### config.mk
export PLATFORM = sky130hd
export DESIGN_NAME = capture_flag_status_abc
export DESIGN_NICKNAME = d
export VERILOG_FILES = /design/src/hdl/capture_flag_pkg.sv /design/src/hdl/capture_flag_status_abc.sv
export SDC_FILE = /design/constraint.sdc
export NUM_CORES = 1
export LEC_CHECK = 0
export BUFFER_PORTS_ARGS = -buffer_cell sky130_fd_sc_hd__buf_2
export CORE_ASPECT_RATIO = 0.6
export CORE_UTILIZATION = 56
export DETAILED_ROUTE_END_ITERATION = 12
export GPL_TIMING_DRIVEN = 0
export PLACE_DENSITY = 0.79
export SYNTH_ARGS = -nofsm -noshare
export SYNTH_HDL_FRONTEND = slang
export SYNTH_SLANG_ARGS = --single-unit
export TNS_END_PERCENT = 30
### constraint.sdc
create_clock -name aclk -period 4.45 [get_ports aclk]
set_clock_uncertainty 0.1 [all_clocks]
set_input_delay 0.89 -clock aclk [delete_from_list [all_inputs] [get_ports aclk]]
set_output_delay 0.89 -clock aclk [all_outputs]
set_load 0.005 [all_outputs]
### src/hdl/capture_flag_pkg.sv
// Package for the input capture flag block: register map, field layout,
// reset values, bus answers and the shared carrier types.
// Assumes a 32-bit AXI4-Lite register bus with byte addresses.
package capture_flag_pkg;

	localparam int ADDR_W = 8;
	localparam int COUNT_W = 16;

	// Register byte addresses
	localparam logic [ADDR_W-1:0] TIMER_CONTROL_STATUS_OFFSET = 8'h00;
	localparam logic [ADDR_W-1:0] CTRL_OFFSET = 8'h04;
	localparam logic [ADDR_W-1:0] IEN_OFFSET = 8'h08;
	localparam logic [ADDR_W-1:0] CAP_A_OFFSET = 8'h0C;
	localparam logic [ADDR_W-1:0] CAP_B_OFFSET = 8'h10;
	localparam logic [ADDR_W-1:0] CAP_C_OFFSET = 8'h14;
	localparam logic [ADDR_W-1:0] CAP_D_OFFSET = 8'h18;
	localparam logic [ADDR_W-1:0] COUNT_OFFSET = 8'h1C;

	// Flags A, B, C sit in bits 7..5 of the status and enable registers
	localparam int FLAG_LSB = 5;
	localparam int FLAG_A_BIT = 7;
	localparam int FLAG_B_BIT = 6;
	localparam int FLAG_C_BIT = 5;

	// Control register fields
	localparam int BUF_A_BIT = 0;
	localparam int BUF_B_BIT = 1;
	localparam int EDGE_A_BIT = 2;
	localparam int EDGE_B_BIT = 3;
	localparam int EDGE_C_BIT = 4;

	// Reset values
	localparam logic [2:0] FLAGS_RESET = 3'h0;
	localparam logic [7:0] CTRL_RESET = 8'h00;
	localparam logic [7:0] IEN_RESET = 8'h00;
	localparam logic [COUNT_W-1:0] COUNT_RESET = 16'h0000;

	localparam logic [1:0] RESP_OKAY = 2'h0;
	localparam logic [1:0] RESP_SLVERR = 2'h2;

	// One bit per capture channel; a is the most significant
	typedef struct packed {
		logic a;
		logic b;
		logic c;
	} chan_type;

	typedef enum logic {
		WR_IDLE,
		WR_RESP
	} wr_state_type;

endpackage : capture_flag_pkg

### src/hdl/capture_flag_status_abc.sv
// Input capture flags A, B, C with buffer modes, a free-running counter,
// capture registers and an AXI4-Lite register slave.
// Assumes capture pins are asynchronous; all else runs on aclk.
module capture_flag_status_abc
	import capture_flag_pkg::*;
#(
	parameter int SYNC_STAGES = 2
) (
	input wire logic aclk,
	input wire logic aresetn,
	input wire logic [capture_flag_pkg::ADDR_W-1:0] s_axi_awaddr,
	input wire logic s_axi_awvalid,
	output logic s_axi_awready,
	input wire logic [31:0] s_axi_wdata,
	input wire logic [3:0] s_axi_wstrb,
	input wire logic s_axi_wvalid,
	output logic s_axi_wready,
	output logic [1:0] s_axi_bresp,
	output logic s_axi_bvalid,
	input wire logic s_axi_bready,
	input wire logic [capture_flag_pkg::ADDR_W-1:0] s_axi_araddr,
	input wire logic s_axi_arvalid,
	output logic s_axi_arready,
	output logic [31:0] s_axi_rdata,
	output logic [1:0] s_axi_rresp,
	output logic s_axi_rvalid,
	input wire logic s_axi_rready,
	input wire capture_flag_pkg::chan_type capture_pin,
	output capture_flag_pkg::chan_type capture_irq,
	output logic irq
);
	import capture_flag_pkg::*;

	// Elaboration check: the edge detector is built for two stages only
	if (SYNC_STAGES != 2) begin : g_sync_check
		$error("SYNC_STAGES must be 2");
	end

	function automatic logic is_mapped(input logic [ADDR_W-1:0] a);
		is_mapped = (a == TIMER_CONTROL_STATUS_OFFSET) || (a == CTRL_OFFSET) || (a == IEN_OFFSET) ||
			(a == CAP_A_OFFSET) || (a == CAP_B_OFFSET) || (a == CAP_C_OFFSET) ||
			(a == CAP_D_OFFSET) || (a == COUNT_OFFSET);
	endfunction : is_mapped

	// Pin synchroniser and edge detector
	chan_type sync1_q, sync2_q, prev_q;
	chan_type sync1_d, sync2_d, prev_d;
	chan_type ev;
	logic [7:0] ctrl_q;

	always_comb begin
		sync1_d = capture_pin;
		sync2_d = sync1_q;
		prev_d = sync2_q;
	end

	always_ff @(posedge aclk) begin
		if (!aresetn) begin
			sync1_q <= '0;
			sync2_q <= '0;
			prev_q <= '0;
		end else begin
			sync1_q <= sync1_d;
			sync2_q <= sync2_d;
			prev_q <= prev_d;
		end
	end

	// Edge select one means rising, zero means falling
	always_comb begin
		ev.a = ctrl_q[EDGE_A_BIT] ? (sync2_q.a & ~prev_q.a) : (~sync2_q.a & prev_q.a);
		ev.b = ctrl_q[EDGE_B_BIT] ? (sync2_q.b & ~prev_q.b) : (~sync2_q.b & prev_q.b);
		ev.c = ctrl_q[EDGE_C_BIT] ? (sync2_q.c & ~prev_q.c) : (~sync2_q.c & prev_q.c);
	end

	// Register and bus state
	wr_state_type wr_state_q, wr_state_d;
	logic aw_have_q, aw_have_d, w_have_q, w_have_d;
	logic [ADDR_W-1:0] awaddr_q, awaddr_d;
	logic [31:0] wdata_q, wdata_d;
	logic [3:0] wstrb_q, wstrb_d;
	logic awready_d, wready_d, bvalid_d, arready_d, rvalid_d;
	logic [1:0] bresp_d, rresp_d;
	logic [31:0] rdata_d;
	logic [2:0] flags_q, flags_d, armed_q, armed_d;
	logic [7:0] ctrl_d, ien_q, ien_d;
	logic [COUNT_W-1:0] count_q, count_d;
	logic [COUNT_W-1:0] cap_a_q, cap_a_d, cap_b_q, cap_b_d, cap_c_q, cap_c_d, cap_d_q, cap_d_d;
	chan_type irq_ch_d;
	logic irq_d;
	logic wr_go, rd_go, wr_timer_control_status_go, rd_timer_control_status_go;
	logic [2:0] set_v, clr_v, ien_flags;

	always_comb begin
		wr_state_d = wr_state_q;
		aw_have_d = aw_have_q;
		w_have_d = w_have_q;
		awaddr_d = awaddr_q;
		wdata_d = wdata_q;
		wstrb_d = wstrb_q;
		bvalid_d = s_axi_bvalid;
		bresp_d = s_axi_bresp;
		rvalid_d = s_axi_rvalid;
		rresp_d = s_axi_rresp;
		rdata_d = s_axi_rdata;
		ctrl_d = ctrl_q;
		ien_d = ien_q;
		count_d = count_q + 16'h0001;
		cap_a_d = cap_a_q;
		cap_b_d = cap_b_q;
		cap_c_d = cap_c_q;
		cap_d_d = cap_d_q;
		clr_v = 3'h0;
		armed_d = armed_q;

		// Write channel: address and data may come in either order
		if (s_axi_awvalid && s_axi_awready) begin
			aw_have_d = 1'b1;
			awaddr_d = s_axi_awaddr;
		end
		if (s_axi_wvalid && s_axi_wready) begin
			w_have_d = 1'b1;
			wdata_d = s_axi_wdata;
			wstrb_d = s_axi_wstrb;
		end
		wr_go = (wr_state_q == WR_IDLE) && aw_have_q && w_have_q;
		wr_timer_control_status_go = wr_go && (awaddr_q == TIMER_CONTROL_STATUS_OFFSET) && wstrb_q[0];
		case (wr_state_q)
			WR_IDLE: begin
				if (wr_go) begin
					aw_have_d = 1'b0;
					w_have_d = 1'b0;
					bvalid_d = 1'b1;
					bresp_d = is_mapped(awaddr_q) ? RESP_OKAY : RESP_SLVERR;
					wr_state_d = WR_RESP;
					if (wstrb_q[0] && awaddr_q == CTRL_OFFSET) begin
						ctrl_d = wdata_q[7:0];
					end
					if (wstrb_q[0] && awaddr_q == IEN_OFFSET) begin
						ien_d = wdata_q[7:0];
					end
				end
			end
			WR_RESP: begin
				if (s_axi_bready) begin
					bvalid_d = 1'b0;
					wr_state_d = WR_IDLE;
				end
			end
			default: begin
				wr_state_d = WR_IDLE;
			end
		endcase

		// Only zeros act; ones written are ignored
		// A zero clears only a flag that was read as one
		if (wr_timer_control_status_go) begin
			clr_v = armed_q & ~wdata_q[7:FLAG_LSB];
			armed_d = armed_q & ~clr_v;
		end

		// Read channel
		rd_go = s_axi_arvalid && s_axi_arready;
		rd_timer_control_status_go = rd_go && (s_axi_araddr == TIMER_CONTROL_STATUS_OFFSET);
		if (s_axi_rvalid && s_axi_rready) begin
			rvalid_d = 1'b0;
		end
		if (rd_go) begin
			rvalid_d = 1'b1;
			rresp_d = is_mapped(s_axi_araddr) ? RESP_OKAY : RESP_SLVERR;
			case (s_axi_araddr)
				TIMER_CONTROL_STATUS_OFFSET: rdata_d = {24'h000000, flags_q, 5'h00};
				CTRL_OFFSET: rdata_d = {24'h000000, ctrl_q};
				IEN_OFFSET: rdata_d = {24'h000000, ien_q};
				CAP_A_OFFSET: rdata_d = {16'h0000, cap_a_q};
				CAP_B_OFFSET: rdata_d = {16'h0000, cap_b_q};
				CAP_C_OFFSET: rdata_d = {16'h0000, cap_c_q};
				CAP_D_OFFSET: rdata_d = {16'h0000, cap_d_q};
				COUNT_OFFSET: rdata_d = {16'h0000, count_q};
				default: rdata_d = 32'h00000000;
			endcase
		end
		// Reading a set flag arms its clear
		if (rd_timer_control_status_go) begin
			armed_d = armed_d | flags_q;
		end

		// Capture C loads the count only outside buffer mode A
		if (ev.c && !ctrl_q[BUF_A_BIT]) begin
			cap_c_d = count_q;
		end
		// Channel A capture, old value to C in buffer mode
		if (ev.a) begin
			cap_a_d = count_q;
			if (ctrl_q[BUF_A_BIT]) begin
				cap_c_d = cap_a_q;
			end
		end
		// Channel B capture, old value to D in buffer mode
		if (ev.b) begin
			cap_b_d = count_q;
			if (ctrl_q[BUF_B_BIT]) begin
				cap_d_d = cap_b_q;
			end
		end

		// Set wins over a clear in the same cycle
		set_v = {ev.a, ev.b, ev.c};
		flags_d = (flags_q & ~clr_v) | set_v;
		armed_d = armed_d & flags_d & ~set_v;

		// Per-channel request from flag and enable
		ien_flags = ien_d[FLAG_A_BIT:FLAG_C_BIT];
		irq_ch_d = flags_d & ien_flags;
		irq_d = |irq_ch_d;

		awready_d = (wr_state_d == WR_IDLE) && !aw_have_d;
		wready_d = (wr_state_d == WR_IDLE) && !w_have_d;
		arready_d = !rvalid_d;
	end

	always_ff @(posedge aclk) begin
		if (!aresetn) begin
			wr_state_q <= WR_IDLE;
			aw_have_q <= 1'b0;
			w_have_q <= 1'b0;
			awaddr_q <= '0;
			wdata_q <= 32'h00000000;
			wstrb_q <= 4'h0;
			s_axi_awready <= 1'b0;
			s_axi_wready <= 1'b0;
			s_axi_bvalid <= 1'b0;
			s_axi_bresp <= RESP_OKAY;
			s_axi_arready <= 1'b0;
			s_axi_rvalid <= 1'b0;
			s_axi_rresp <= RESP_OKAY;
			s_axi_rdata <= 32'h00000000;
			flags_q <= FLAGS_RESET;
			armed_q <= 3'h0;
			ctrl_q <= CTRL_RESET;
			ien_q <= IEN_RESET;
			count_q <= COUNT_RESET;
			cap_a_q <= COUNT_RESET;
			cap_b_q <= COUNT_RESET;
			cap_c_q <= COUNT_RESET;
			cap_d_q <= COUNT_RESET;
			capture_irq <= '0;
			irq <= 1'b0;
		end else begin
			wr_state_q <= wr_state_d;
			aw_have_q <= aw_have_d;
			w_have_q <= w_have_d;
			awaddr_q <= awaddr_d;
			wdata_q <= wdata_d;
			wstrb_q <= wstrb_d;
			s_axi_awready <= awready_d;
			s_axi_wready <= wready_d;
			s_axi_bvalid <= bvalid_d;
			s_axi_bresp <= bresp_d;
			s_axi_arready <= arready_d;
			s_axi_rvalid <= rvalid_d;
			s_axi_rresp <= rresp_d;
			s_axi_rdata <= rdata_d;
			flags_q <= flags_d;
			armed_q <= armed_d;
			ctrl_q <= ctrl_d;
			ien_q <= ien_d;
			count_q <= count_d;
			cap_a_q <= cap_a_d;
			cap_b_q <= cap_b_d;
			cap_c_q <= cap_c_d;
			cap_d_q <= cap_d_d;
			capture_irq <= irq_ch_d;
			irq <= irq_d;
		end
	end

	// Checks
	localparam int CLR_WAIT_MIN = 1;
	localparam int CLR_WAIT_MAX = 20;
endmodule : capture_flag_status_abc

== Word level (Yosys, flattened, before mapping) ==
Cells that the tools add are included.

* Add/subtract/negate cells: 1
* Equality and inequality tests: 16
* Reduce and logical (&&, ||, !) cells: 40
* Bitwise logic cells: 26
* Mux-type cells: 29

{| class="wikitable"
|+ Operators by type and width
! kind !! number
|-
| $pmux W16 S8 || 1
|-
| $eq A8 B5 Y1 const B || 8
|-
| $mux W16 || 3
|-
| $eq A8 B4 Y1 const B || 4
|-
| $mux W8 || 3
|-
| $and A3 B3 Y3 || 6
|-
| $add A16 B1 Y16 const B || 1
|-
| $eq A8 B3 Y1 const B || 2
|-
| $logic_not A8 Y1 || 2
|-
| $mux W1 || 15
|-
| $logic_and A1 B1 Y1 || 14
|-
| $logic_or A1 B1 Y1 || 14
|-
| $not A3 Y3 || 4
|-
| $mux W3 || 3
|-
| $not A1 Y1 || 8
|-
| $and A1 B1 Y1 || 6
|-
| $or A3 B3 Y3 || 2
|-
| $reduce_and A2 Y1 || 3
|-
| $reduce_and A3 Y1 || 2
|-
| $logic_not A1 Y1 || 4
|-
| $mux W2 || 2
|-
| $ne A2 B2 Y1 const B || 2
|-
| $pmux W1 S2 || 2
|-
| $reduce_or A3 Y1 || 1
|}

* Word-level logic and storage cells: 149
* Register bits after elaboration: 176
* Output and inout port bits: 45
* Input port bits: 62

== Longest topological paths before layout ==
Gate-level depths: netlist of the first run.

* Depth after elaboration: 11
* Depth in mapped cells: 7
* Depth with buffers taken out: 6

== Least setup slack after synthesis of the first run ==
No wires, ideal clock.

* Path type: input port to flip-flop
* Start point: input s_axi_araddr[3] (netlist bit)
* End point: register s_axi_rdata[7]
* Buffers on the path: 2
* Cell stages on the path: 5
* Setup time: 0.117 ns
* Arrival time: 2.414 ns
* Data required time: 4.233 ns
* Setup slack: 1.819 ns
* Cell sequence: clkbuf_1 > clkbuf_1 > mux4_2 > a22oi_1 > nand2_1

* Word-level cells in the longest chain between the ends: 2
* Elaborated cells between the ends (all ways): 9
* Classes of those cells: eq/ne: 7; mux: 1; reduce/logical: 1

{| class="wikitable"
|+ Ends and longest elaborated chain
! element !! RTL line !! source
|-
| start: declaration || capture_flag_status_abc.sv:21 || <nowiki>input wire logic [capture_flag_pkg::ADDR_W-1:0] s_axi_araddr,</nowiki>
|-
| $eq A8 B5 Y1, or another cell as far along || capture_flag_status_abc.sv:171 || <nowiki>case (s_axi_araddr)</nowiki>
|-
| $pmux W16 S8 * || capture_flag_status_abc.sv:171 ||
|-
| end signal: assignment || capture_flag_status_abc.sv:263 || <nowiki>s_axi_rdata <= rdata_d;</nowiki>
|-
| end: declaration || capture_flag_status_abc.sv:24 || <nowiki>output logic [31:0] s_axi_rdata,</nowiki>
|}

Mark *: on every way between the ends. The rest lies on a longest branch, timed or not.
A chain may end at the register's enable or synchronous reset.

== Worst setup path after layout of the first run ==
* Start point: input s_axi_araddr[3] (netlist bit)
* End point: register s_axi_rdata[2]

The elaborated chain is that of the path after synthesis.

==> results.md, run 1 <==
* Max VDD drop at approximately 0.33 mV
* Avg Inst Size Synth at 8.81 um2
* Initial antenna violation count at 0
* Crit path required time at 4.66 ns
* Run status: completed
* Power Dens Cells at 403 nW/um2
* Core area at 11,400 um2
* Num CTS Buffers at 17
* Worst-Margin Slew at 0.927 ns
* Layout cells sized above 1 at 15.6%
* Tmin final at between 2 and 3 ns
* Root Buffer Master: clkbuf_16
* Hold Crit Class: reg -> reg
* # fillers at 889
* DR vias/cell at 5.89
* First DRT Iteration DRCs at 620
* Dpl hpwl at 13,400 um
* Routed wire length at 19,100 um
* Clock Tree Buf Depth at 2
* Slew Viols, Final at 0
* Vias at 6,009
* Maximum fanout along the worst path at 10
* Startpoint type of the worst setup path: primary input
* Share of the synthesized area in the top cell type at between 40% and 50%
* First-pass GRT wire length at just under 30,000 um
* Die H at 86.2 um
* DR pass1 iterations at 5
* Placed instance count at 989
* Slew HR at about two fifths
* Die X at between 100 and 150 um
* Hold buffers post-CTS at 0
* Input/output buffers at 61
* Leak at 3.02 nW
* Setup TNS at 0 ns
* Clock sink total at 158
* Worst Path Class, Setup: in -> reg
* Vias in the first global route at 5,780
* ANT cells at 0
* Area contributors post-synth: dfxtp_1 48%, nand2_1 7.3%, mux2i_1 7.0%
* Full die area at 12,300 um2
* #FFs+latches synth at 158
* GR Util All Layers at 32.5%
* Seq/Total Area, Yosys at between 40% and 50%
* Clk Latency, worst-skew pair at 0.42 ns
* Final Hold Fails at 0
* Yosys warning total at 0
* Final Util at 68.4%
* Row count at 30
* Layout Nets at 911
* H-tree levels at 4
* Drc violations at 0
* Max-Cap Viols at 0
* Drt wl/cell at approximately 19 um
* F_max at 347 MHz
* Layout Cells excl Fill at 1,021
* Yosys top cell by area: dfxtp_1
* RSZ-0062 raised after global routing: no
* Gates resized, CTS repair at 0
* CP Capture Type: register
* Setup Viol. Count Final at 0
* I/O Pins at ~110
* CTS tree: done
* Netlist Area Pre-Place at 6610 um2
* Post-synth cell types at 51
* Starting Density at 58.0%
* Routability cong. at 0.950
* Flip-flop and latch area at 3160 um2
* Post-CTS Setup Bufs at 0
* Largest net degree at the start of global routing at 17
* Tcrit/Tclk final at 64.8%
* Clk slew on worst S/H paths at 0.06 ns
* Total grt overflow at 0
* Critical Path AT at 3.10 ns
* Synth-to-Final Area Change at 18.0%
* Cells after Synth at about 750
* Multi-input gate area at between 3000 and 4000 um2
* Antenna-violating nets left at 0
final cells by class:
class	instances	share of cell area [%]
clock inverter	12	2.07
tap	160	2.57
clock buffer	20	5.85
timing repair buffer	61	3.91
multi-input combinational	542	40.9
inverter	3	0.144
buffer	65	3.99
sequential	158	40.5
placed cells by master (no fill, tap or decap), types with 8 or more instances in the layout:
cell       synthesis  routed
buf_2              0      61
o22ai_1           17      17
o21ai_0           14      14
clkbuf_1          42      43
mux2_2             8       8
a21oi_1           59      59
conb_1             1      18
a22oi_1           14      14
mux2i_1           46      46
clkbuf_16          0      17
dfxtp_1          158     158
and2_1            15      15
buf_4             18      18
mux4_2             9       9
nand3_1           12      12
nor3_1            23      23
o21ai_1           28      28
nand2_1          128     128
nor2_1            80      80
stage by stage:
stage	instance area, um2	setup WS [ns]	power [mW]	hold slack [ns]
finish	7800	1.57	3.15	0.326
global route	7800	1.49	3.23	0.338
CTS	7800	1.63	3.14	0.328
detailed placement	7180	1.19	1.66	0.317
global placement	7180	1.30	1.65	0.315
floorplan	6680	1.82	1.60	0.312
critical path: stages:
cell,delay (ns)
buf_2,0.11
clkbuf_1,0.40
clkbuf_1,0.75
mux2_1,0.40
a22o_1,0.21
a22oi_1,0.24
nand2_1,0.08
state kept, by name, indices dropped and copies added (netlist names), 3 cells and up:
name         cells
armed_q          3
cap_d_q         16
ien_q            8
sync1_q          3
awaddr_q         8
ctrl_q           8
capture_irq      3
s_axi_rdata     16
cap_c_q         16
wdata_q          8
prev_q           3
cap_a_q         16
cap_b_q         16
prev_d           3
flags_q          3
count_q         16
synth_stat cells, drive strengths merged:
cell and instances:
a2111oi 1, a211o 1, a211oi 1, a21boi 2
a21oi 59, a22o 3, a22oi 14, and2 15
and3 6, and3b 2, buf 23, clkbuf 42
conb 1, dfxtp 158, ha 1, inv 3
mux2 13, mux2i 46, mux4 9, nand2 128
nand2b 7, nand3 12, nand3b 2, nand4 3
nand4b 1, nor2 81, nor2b 3, nor3 23
nor3b 5, nor4 3, o21a 2, o21ai 43
o21bai 1, o22ai 17, or2 1, or3 3
or4 2, or4b 1, or4bb 1, xnor2 7
xor2 5
report_power, final:
part	leakage, nW	switching, mW	internal [mW]
Combinational	1.45	0.112	0.0653
Sequential	1.28	0.0212	1.44
Clock	0.293	0.593	0.916
path summary, 6_finish.rpt:
check / start / endpoint / slack, ns / depth (start not counted)
worst min-delay path: sync1_q[0] / prev_d[0] / 0.33 / 1
worst max-delay path: s_axi_araddr[3] / s_axi_rdata[2] / 1.57 / 7
worst min register to register: sync1_q[0] / prev_d[0] / 0.33 / 1
worst max register to register: ctrl_q[2] / cap_c_q[13] / 1.80 / 6
layer usage:
layer | wire length (um) | vias up | global-route usage (%)
met1 | 8160 | 2831 | 43.3
met3 | 2440 | 59 | 11.0
li1 | - | 2739 | -
met2 | 7990 | 378 | 48.8
met4 | 483 | 2 | 12.0
met5 | 29 | - | 2.02
cell families after synthesis:
logic type,share of synthesized area (%)
other,0.0567
and+or+nand+nor,20.7
adders and majority gates,0.189
xor gates and xnor gates,1.59
buffers and inverters,4.88
muxes,12.2
AOI/OAI and AO/OA,12.5
DFF,47.8
Power figures use the tool's default switching activity.
==> run 2, diff against run 1 <==
CORE_UTILIZATION = 51   (was 56)
PLACE_DENSITY = 0.76   (was 0.79)
clock period = 2.4 ns   (was 4.45 ns; I/O delays follow)
==> run 2 against run 1 <==
  * Critical path depth shrank 1
  * First-iteration DRC count grew 8.4%
  * Final area down 0.21%
  * The run now ends with setup timing left
  * Register-to-register slack got worse by 1.7 ns
  * Clock power rose by 68%
  * Setup slack worse by 1.6 ns
  * Sequential share of layout area rose by 0.085 points
  * Count of clock-buffer cells in the layout is 2 higher
  * Worst hold slack got worse by 0.16 ns
  * Wire length shrank 4.5%
==> results.md, run 2 (synthesized netlist as in run 1, its figures left out) <==
* Run status: complete, but fails checks (was completed)
* Failing checks: setup timing
* Hold Crit Class: in -> reg (was reg -> reg)
* Core area at 12,300 um2 (was 11,400 um2)
* Dpl hpwl at 12,700 um (was 13,400 um)
* F_max at 414 MHz
* DR vias/cell at 5.66 (was 5.89)
* Antenna-violating nets left at 0 (unchanged)
* Tmin final at 2.42 ns
* Routed wire length at 18,300 um (was 19,100 um)
* R2R setup slack at 0.09 ns (was 1.80 ns)
* Max VDD drop at 0.542 mV (was 0.327 mV)
* Place WS at -0.411 ns (was 1.19 ns)
* Slew HR at 43.5% (was 38.2%)
* Leak at 3.01 nW (was 3.02 nW)
* Power Dens Cells at 714 nW/um2 (was 403 nW/um2)
* Met3 usage at 10.2% (was 11.0%)
* Starting Density at 53.6% (was 58.0%)
* ANT cells at 0 (unchanged)
* Setup Viol. Count Final at 1 (was 0)
* GR Util All Layers at 27.9% (was 32.5%)
* Clk Latency, worst-skew pair at 0.42 ns (about the same)
* Startpoint type of the worst setup path: primary input (unchanged)
* Layout cells sized above 1 at 16.3% (was 15.6%)
* Slew Viols, Final at 0 (unchanged)
* CP Capture Type: register (unchanged)
* I/O Pins at 107 (unchanged)
* Total placed instance area at 7190 um2 (was 7180 um2)
* Critical Path AT at 2.62 ns (was 3.10 ns)
* CTS tree: done (unchanged)
* H-tree levels at 4 (unchanged)
* Hold buffers post-CTS at 0 (unchanged)
* M1 GR Usage at 41.8% (was 43.3%)
* Worst-Margin Slew at 0.848 ns (was 0.927 ns)
* Synth-to-Final Area Change at 17.7% (was 18.0%)
* Crit path required time at 2.60 ns (was 4.66 ns)
* Input/output buffers at 61 (unchanged)
* Clock sink total at 158 (unchanged)
* Busiest layer in global routing: met1 (was met2)
* Die X at 149 um (was 142 um)
* Most common cell after layout, fill and taps aside: dfxtp_1 (unchanged)
* Die H at 90.2 um (was 86.2 um)
* Final Hold Slack at 0.165 ns (was 0.326 ns)
* Final WS setup at -0.0156 ns (was 1.57 ns)
* First DRT Iteration DRCs at 672 (was 620)
* Drt wl/cell at 17.8 um (was 18.7 um)
* Initial antenna violation count at 1 (was 0)
* Root Buffer Master: clkbuf_16 (unchanged)
* Final Hold Fails at 0 (unchanged)
* Setup TNS at -0.0156 ns (was 0 ns)
* Full die area at 13,400 um2 (was 12,300 um2)
* DR pass1 iterations at 5 (unchanged)
* Layout Nets at 914 (was 911)
* Row count at 31 (was 30)
* Vias at 5,820 (was 6,009)
* Largest net degree at the start of global routing at 17 (unchanged)
* Fin area at 7780 um2 (was 7800 um2)
* Vias in the first global route at 5,392 (was 5,780)
* Drc violations at 0 (unchanged)
* Worst Path Class, Setup: in -> reg (unchanged)
* Clk slew on worst S/H paths at 0.06 ns (about the same)
* Maximum fanout along the worst path at 10 (unchanged)
* Tcrit/Tclk final at 101%
* First-pass GRT wire length at 28,400 um (was 29,600 um)
* Max-Cap Viols at 0 (unchanged)
* Met2 global-route usage at 37.2% (was 48.8%)
* Total grt overflow at 0 (unchanged)
* Routability cong. at 0.900 (was 0.950)
* Num CTS Buffers at 17 (unchanged)
* Most frequent cells in the layout: 158 x dfxtp_1, 128 x nand2_1, 80 x nor2_1 (unchanged)
* RSZ-0062 raised after global routing: yes (was no)
* Clock Tree Buf Depth at 2 (unchanged)
==> run 2: cell count changes in the layout (fill, tap and decap cells not counted), sizes merged <==
cell and delta:
bufinv -2, clkbuf +4, clkinvlp +3, buf +1
clkinv -4
==> run 2: worst paths after layout <==
kind | startpoint | cells past startpoint | to
max reg2reg | awaddr_q[0] | 5 | irq
min reg2reg | sync1_q[2] | 1 | prev_d[2]
max | s_axi_araddr[3] | 6 | s_axi_rdata[7]
min | capture_pin[2] | 2 | sync1_q[2]
==> run 2: repair_timing <==
item / CTS / global route
endpoints found under the setup margin: 21 / 33
buffers inserted: 0 / 3
pin swaps: 0 / 1
gates resized for setup: 3 / 7
cloned: 0 / 0
==> run 2: area by class of cell <==
type                    instances  area, um2
inverters                       3       11.3
fillers                      1051       4550
multi-input cells             542       3220
flip-flops and latches        158       3160
repair buffers                 64        328
clock inverters                 9       88.8
plain buffers                  65        317
clock buffers                  22        454
well taps                     165        206
==> run 2: critical path, stage by stage <==
cell and delay [ns]:
buf_2 0.10, clkbuf_1 0.41, clkbuf_1 0.70, mux4_2 0.59, a22oi_1 0.25, nand2_1 0.09
==> run 2: per-layer routing <==
metal	up-vias	part of all wire, %
met3	31	13
met4	2	1.1
met2	322	39
met1	2720	47
li1	2745	-
met5	-	0.071
==> run 2: power breakdown <==
group	total [mW]	internal [mW]	switching, mW
clock	2.53	1.45	1.08
combinational	0.326	0.121	0.205
sequential	2.71	2.67	0.0376
total	5.56	4.24	1.32
==> run 2: stage by stage <==
| stage | util [%] | std cells | total power, mW |
|---|---|---|---|
| 2_1_floorplan | - | 768 | 2.96 |
| 3_3_place_gp | 58.3 | 994 | 3.07 |
| 3_5_place_dp | 58.3 | 994 | 3.08 |
| 4_1_cts | 62.7 | 1025 | 5.54 |
| 5_1_grt | 63.1 | 1028 | 5.70 |
| 6_report | 63.1 | 1028 | 5.56 |
==> run 3, diff against run 2 <==
RECOVER_POWER = 100   (was unset)
==> run 3 against run 2 <==
  * The run still ends with setup timing left
  * Sequential share of layout area increased by 0.29 points
  * First-iteration DRC count fell by 10%
  * Flip-flop and latch count stayed put
  * Count of clock-buffer cells in the layout stayed put
  * Final cell count unchanged
  * Wire length up 0.23%
  * Sequential power hardly changed
  * Fmax is 0.89% lower
  * Core utilization shrank 0.45 points
  * Die area stayed put
  * Critical path depth fell by 1
  * Setup slack worse by 0.022 ns
  * Critical path type is now reg -> reg
  * Largest power group unchanged
  * Highest routed layer unchanged
==> results.md, run 3 (synthesized netlist as in run 1, its figures left out) <==
* Run status: complete, but fails checks (unchanged)
* Failing checks: setup timing (unchanged)
* Drt wl/cell at 17.8 um (about the same)
* ANT cells at 0 (unchanged)
* Hold Crit Class: in -> reg (unchanged)
* I/O Pins at 107 (unchanged)
* Max VDD drop at 0.539 mV (was 0.542 mV)
* Max-Cap Viols at 0 (unchanged)
* Full die area at 13,400 um2 (unchanged)
* Layout Nets at 914 (unchanged)
* Die X at 149 um (unchanged)
* Final Hold Fails at 0 (unchanged)
* Maximum fanout along the worst path at 4 (was 10)
* Crit path required time at 2.61 ns (was 2.60 ns)
* Slew Viols, Final at 0 (unchanged)
* Clock sink total at 158 (unchanged)
* Clk slew on worst S/H paths at 0.06 ns (about the same)
* Total grt overflow at 0 (unchanged)
* # fillers at 1,066 (was 1,051)
* Worst-Margin Slew at 0.850 ns (was 0.848 ns)
* Startpoint type of the worst setup path: register (was primary input)
* Layout Cells excl Fill at 1,028 (unchanged)
* CP Capture Type: register (unchanged)
* Most frequent cells in the layout: 158 x dfxtp_1, 128 x nand2_1, 80 x nor2_1 (unchanged)
* Multi-input gate area at 3180 um2 (was 3220 um2)
* Num CTS Buffers at 17 (unchanged)
* Initial antenna violation count at 1 (unchanged)
* Placed instance count at 994 (unchanged)
* Worst Path Class, Setup: reg -> reg (was in -> reg)
* Tmin final at 2.44 ns (was 2.42 ns)
* First DRT Iteration DRCs at 604 (was 672)
* Vias in the first global route at 5,392 (unchanged)
* Clk Latency, worst-skew pair at 0.42 ns (about the same)
* Drc violations at 0 (unchanged)
* Crit path launch: awaddr_q[0] (was s_axi_araddr[3])
* Power Dens Cells at 717 nW/um2 (was 714 nW/um2)
* Dpl hpwl at 12,700 um (unchanged)
* Final Util at 62.7% (was 63.1%)
* First-pass GRT wire length at 28,400 um (unchanged)
* Total placed instance area at 7190 um2 (unchanged)
* DR vias/cell at 5.73 (was 5.66)
* Synth-to-Final Area Change at 16.9% (was 17.7%)
* Vias at 5,888 (was 5,820)
* Input/output buffers at 61 (unchanged)
* Most common cell after layout, fill and taps aside: dfxtp_1 (unchanged)
* Largest net degree at the start of global routing at 17 (unchanged)
* H-tree levels at 4 (unchanged)
* CP endpoint: irq (was s_axi_rdata[7])
* Core area at 12,300 um2 (unchanged)
* Tcrit/Tclk final at 102% (was 101%)
* Slew HR at 43.3% (was 43.5%)
* Layout cells sized above 1 at 14.5% (was 16.3%)
* Worst reg2reg path startpoint: awaddr_q[0] (unchanged)
* DR pass1 iterations at 5 (unchanged)
* Starting Density at 53.6% (unchanged)
* RSZ-0062 raised after global routing: yes (unchanged)
* Die H at 90.2 um (unchanged)
* Reg2Reg Depth at 5 (unchanged)
* Antenna-violating nets left at 0 (unchanged)
* Root Buffer Master: clkbuf_16 (unchanged)
* Clock Tree Buf Depth at 2 (unchanged)
* Setup TNS at -0.0469 ns (was -0.0156 ns)
* Row count at 31 (unchanged)
* Flip-flop and latch area at 3160 um2 (unchanged)
* Routed wire length at 18,300 um (about the same)
* Leak at 2.96 nW (was 3.01 nW)
* CTS tree: done (unchanged)
* Worst reg2reg endpoint: irq (unchanged)
* R2R setup slack at -0.04 ns (was 0.09 ns)
* Overall Power at 5.54 mW (was 5.56 mW)
* Fin area at 7730 um2 (was 7780 um2)
* GR Util All Layers at 27.9% (unchanged)
* Setup Viol. Count Final at 2 (was 1)
* F_max at 410 MHz (was 414 MHz)
* Routability cong. at 0.900 (unchanged)
* Critical Path AT at 2.64 ns (was 2.62 ns)
* Final WS setup at -0.0372 ns (was -0.0156 ns)
* Hold buffers post-CTS at 0 (unchanged)
==> run 3: cell count changes in the layout (fill, tap and decap cells not counted), sizes merged <==
| cell | delta |
|---|---|
| clkbuf | +13 |
| buf | -13 |
==> run 3: cell type report <==
type	instances	area share, %
tap	165	2.67
buffer	65	4.10
sequential	158	40.9
clock inverter	9	1.15
inverter	3	0.146
timing repair buffer	64	3.97
multi-input combinational	542	41.2
clock buffer	22	5.88
==> run 3: per-stage QoR <==
step	worst slack [ns]	hold WS (ns)
finish	-0.0372	0.168
floorplan	0.179	0.312
global route	-0.0954	0.162
CTS	-0.107	0.165
detailed placement	-0.411	0.321
global placement	-0.358	0.316
==> run 3: how the worst min path moves through the flow <==
| stage | cells after the start | end | from | slack (ns) |
|---|---|---|---|---|
| finish | 2 | sync1_q[2] | capture_pin[2] | 0.17 |
| global route | 2 | sync1_q[1] | capture_pin[1] | 0.16 |
| CTS | 2 | sync1_q[2] | capture_pin[2] | 0.16 |
| detailed placement | 1 | prev_d[2] | sync1_q[2] | 0.32 |
| global placement | 1 | prev_d[2] | sync1_q[2] | 0.32 |
| floorplan | 1 | prev_d[0] | sync1_q[0] | 0.31 |
==> run 3: report_power, final <==
group          switching, mW  internal [mW]
sequential            0.0371           2.67
combinational          0.202          0.118
clock                   1.07           1.45
==> run 3: layer usage <==
| layer | up-vias | global-route usage (%) | routed length, um |
|---|---|---|---|
| li1 | 2751 | - | - |
| met1 | 2796 | 41.8 | 8620 |
| met2 | 311 | 37.2 | 7150 |
| met3 | 28 | 10.2 | 2310 |
| met4 | 2 | 6.72 | 201 |
| met5 | - | 0 | 13 |
==> run 3: timing repair <==
action	4_1_cts	5_1_grt
buffers inserted	0	3
gates resized for setup	3	7
pin swaps	0	1
setup endpoints to repair	21	33
==> run 3: worst max-delay path: stages, from the launching register on <==
cell	delay, ns
dfxtp_1	0.31
or4_1	0.59
or4_1	0.68
o21ai_4	0.22
a21boi_1	0.14
a211o_1	0.29
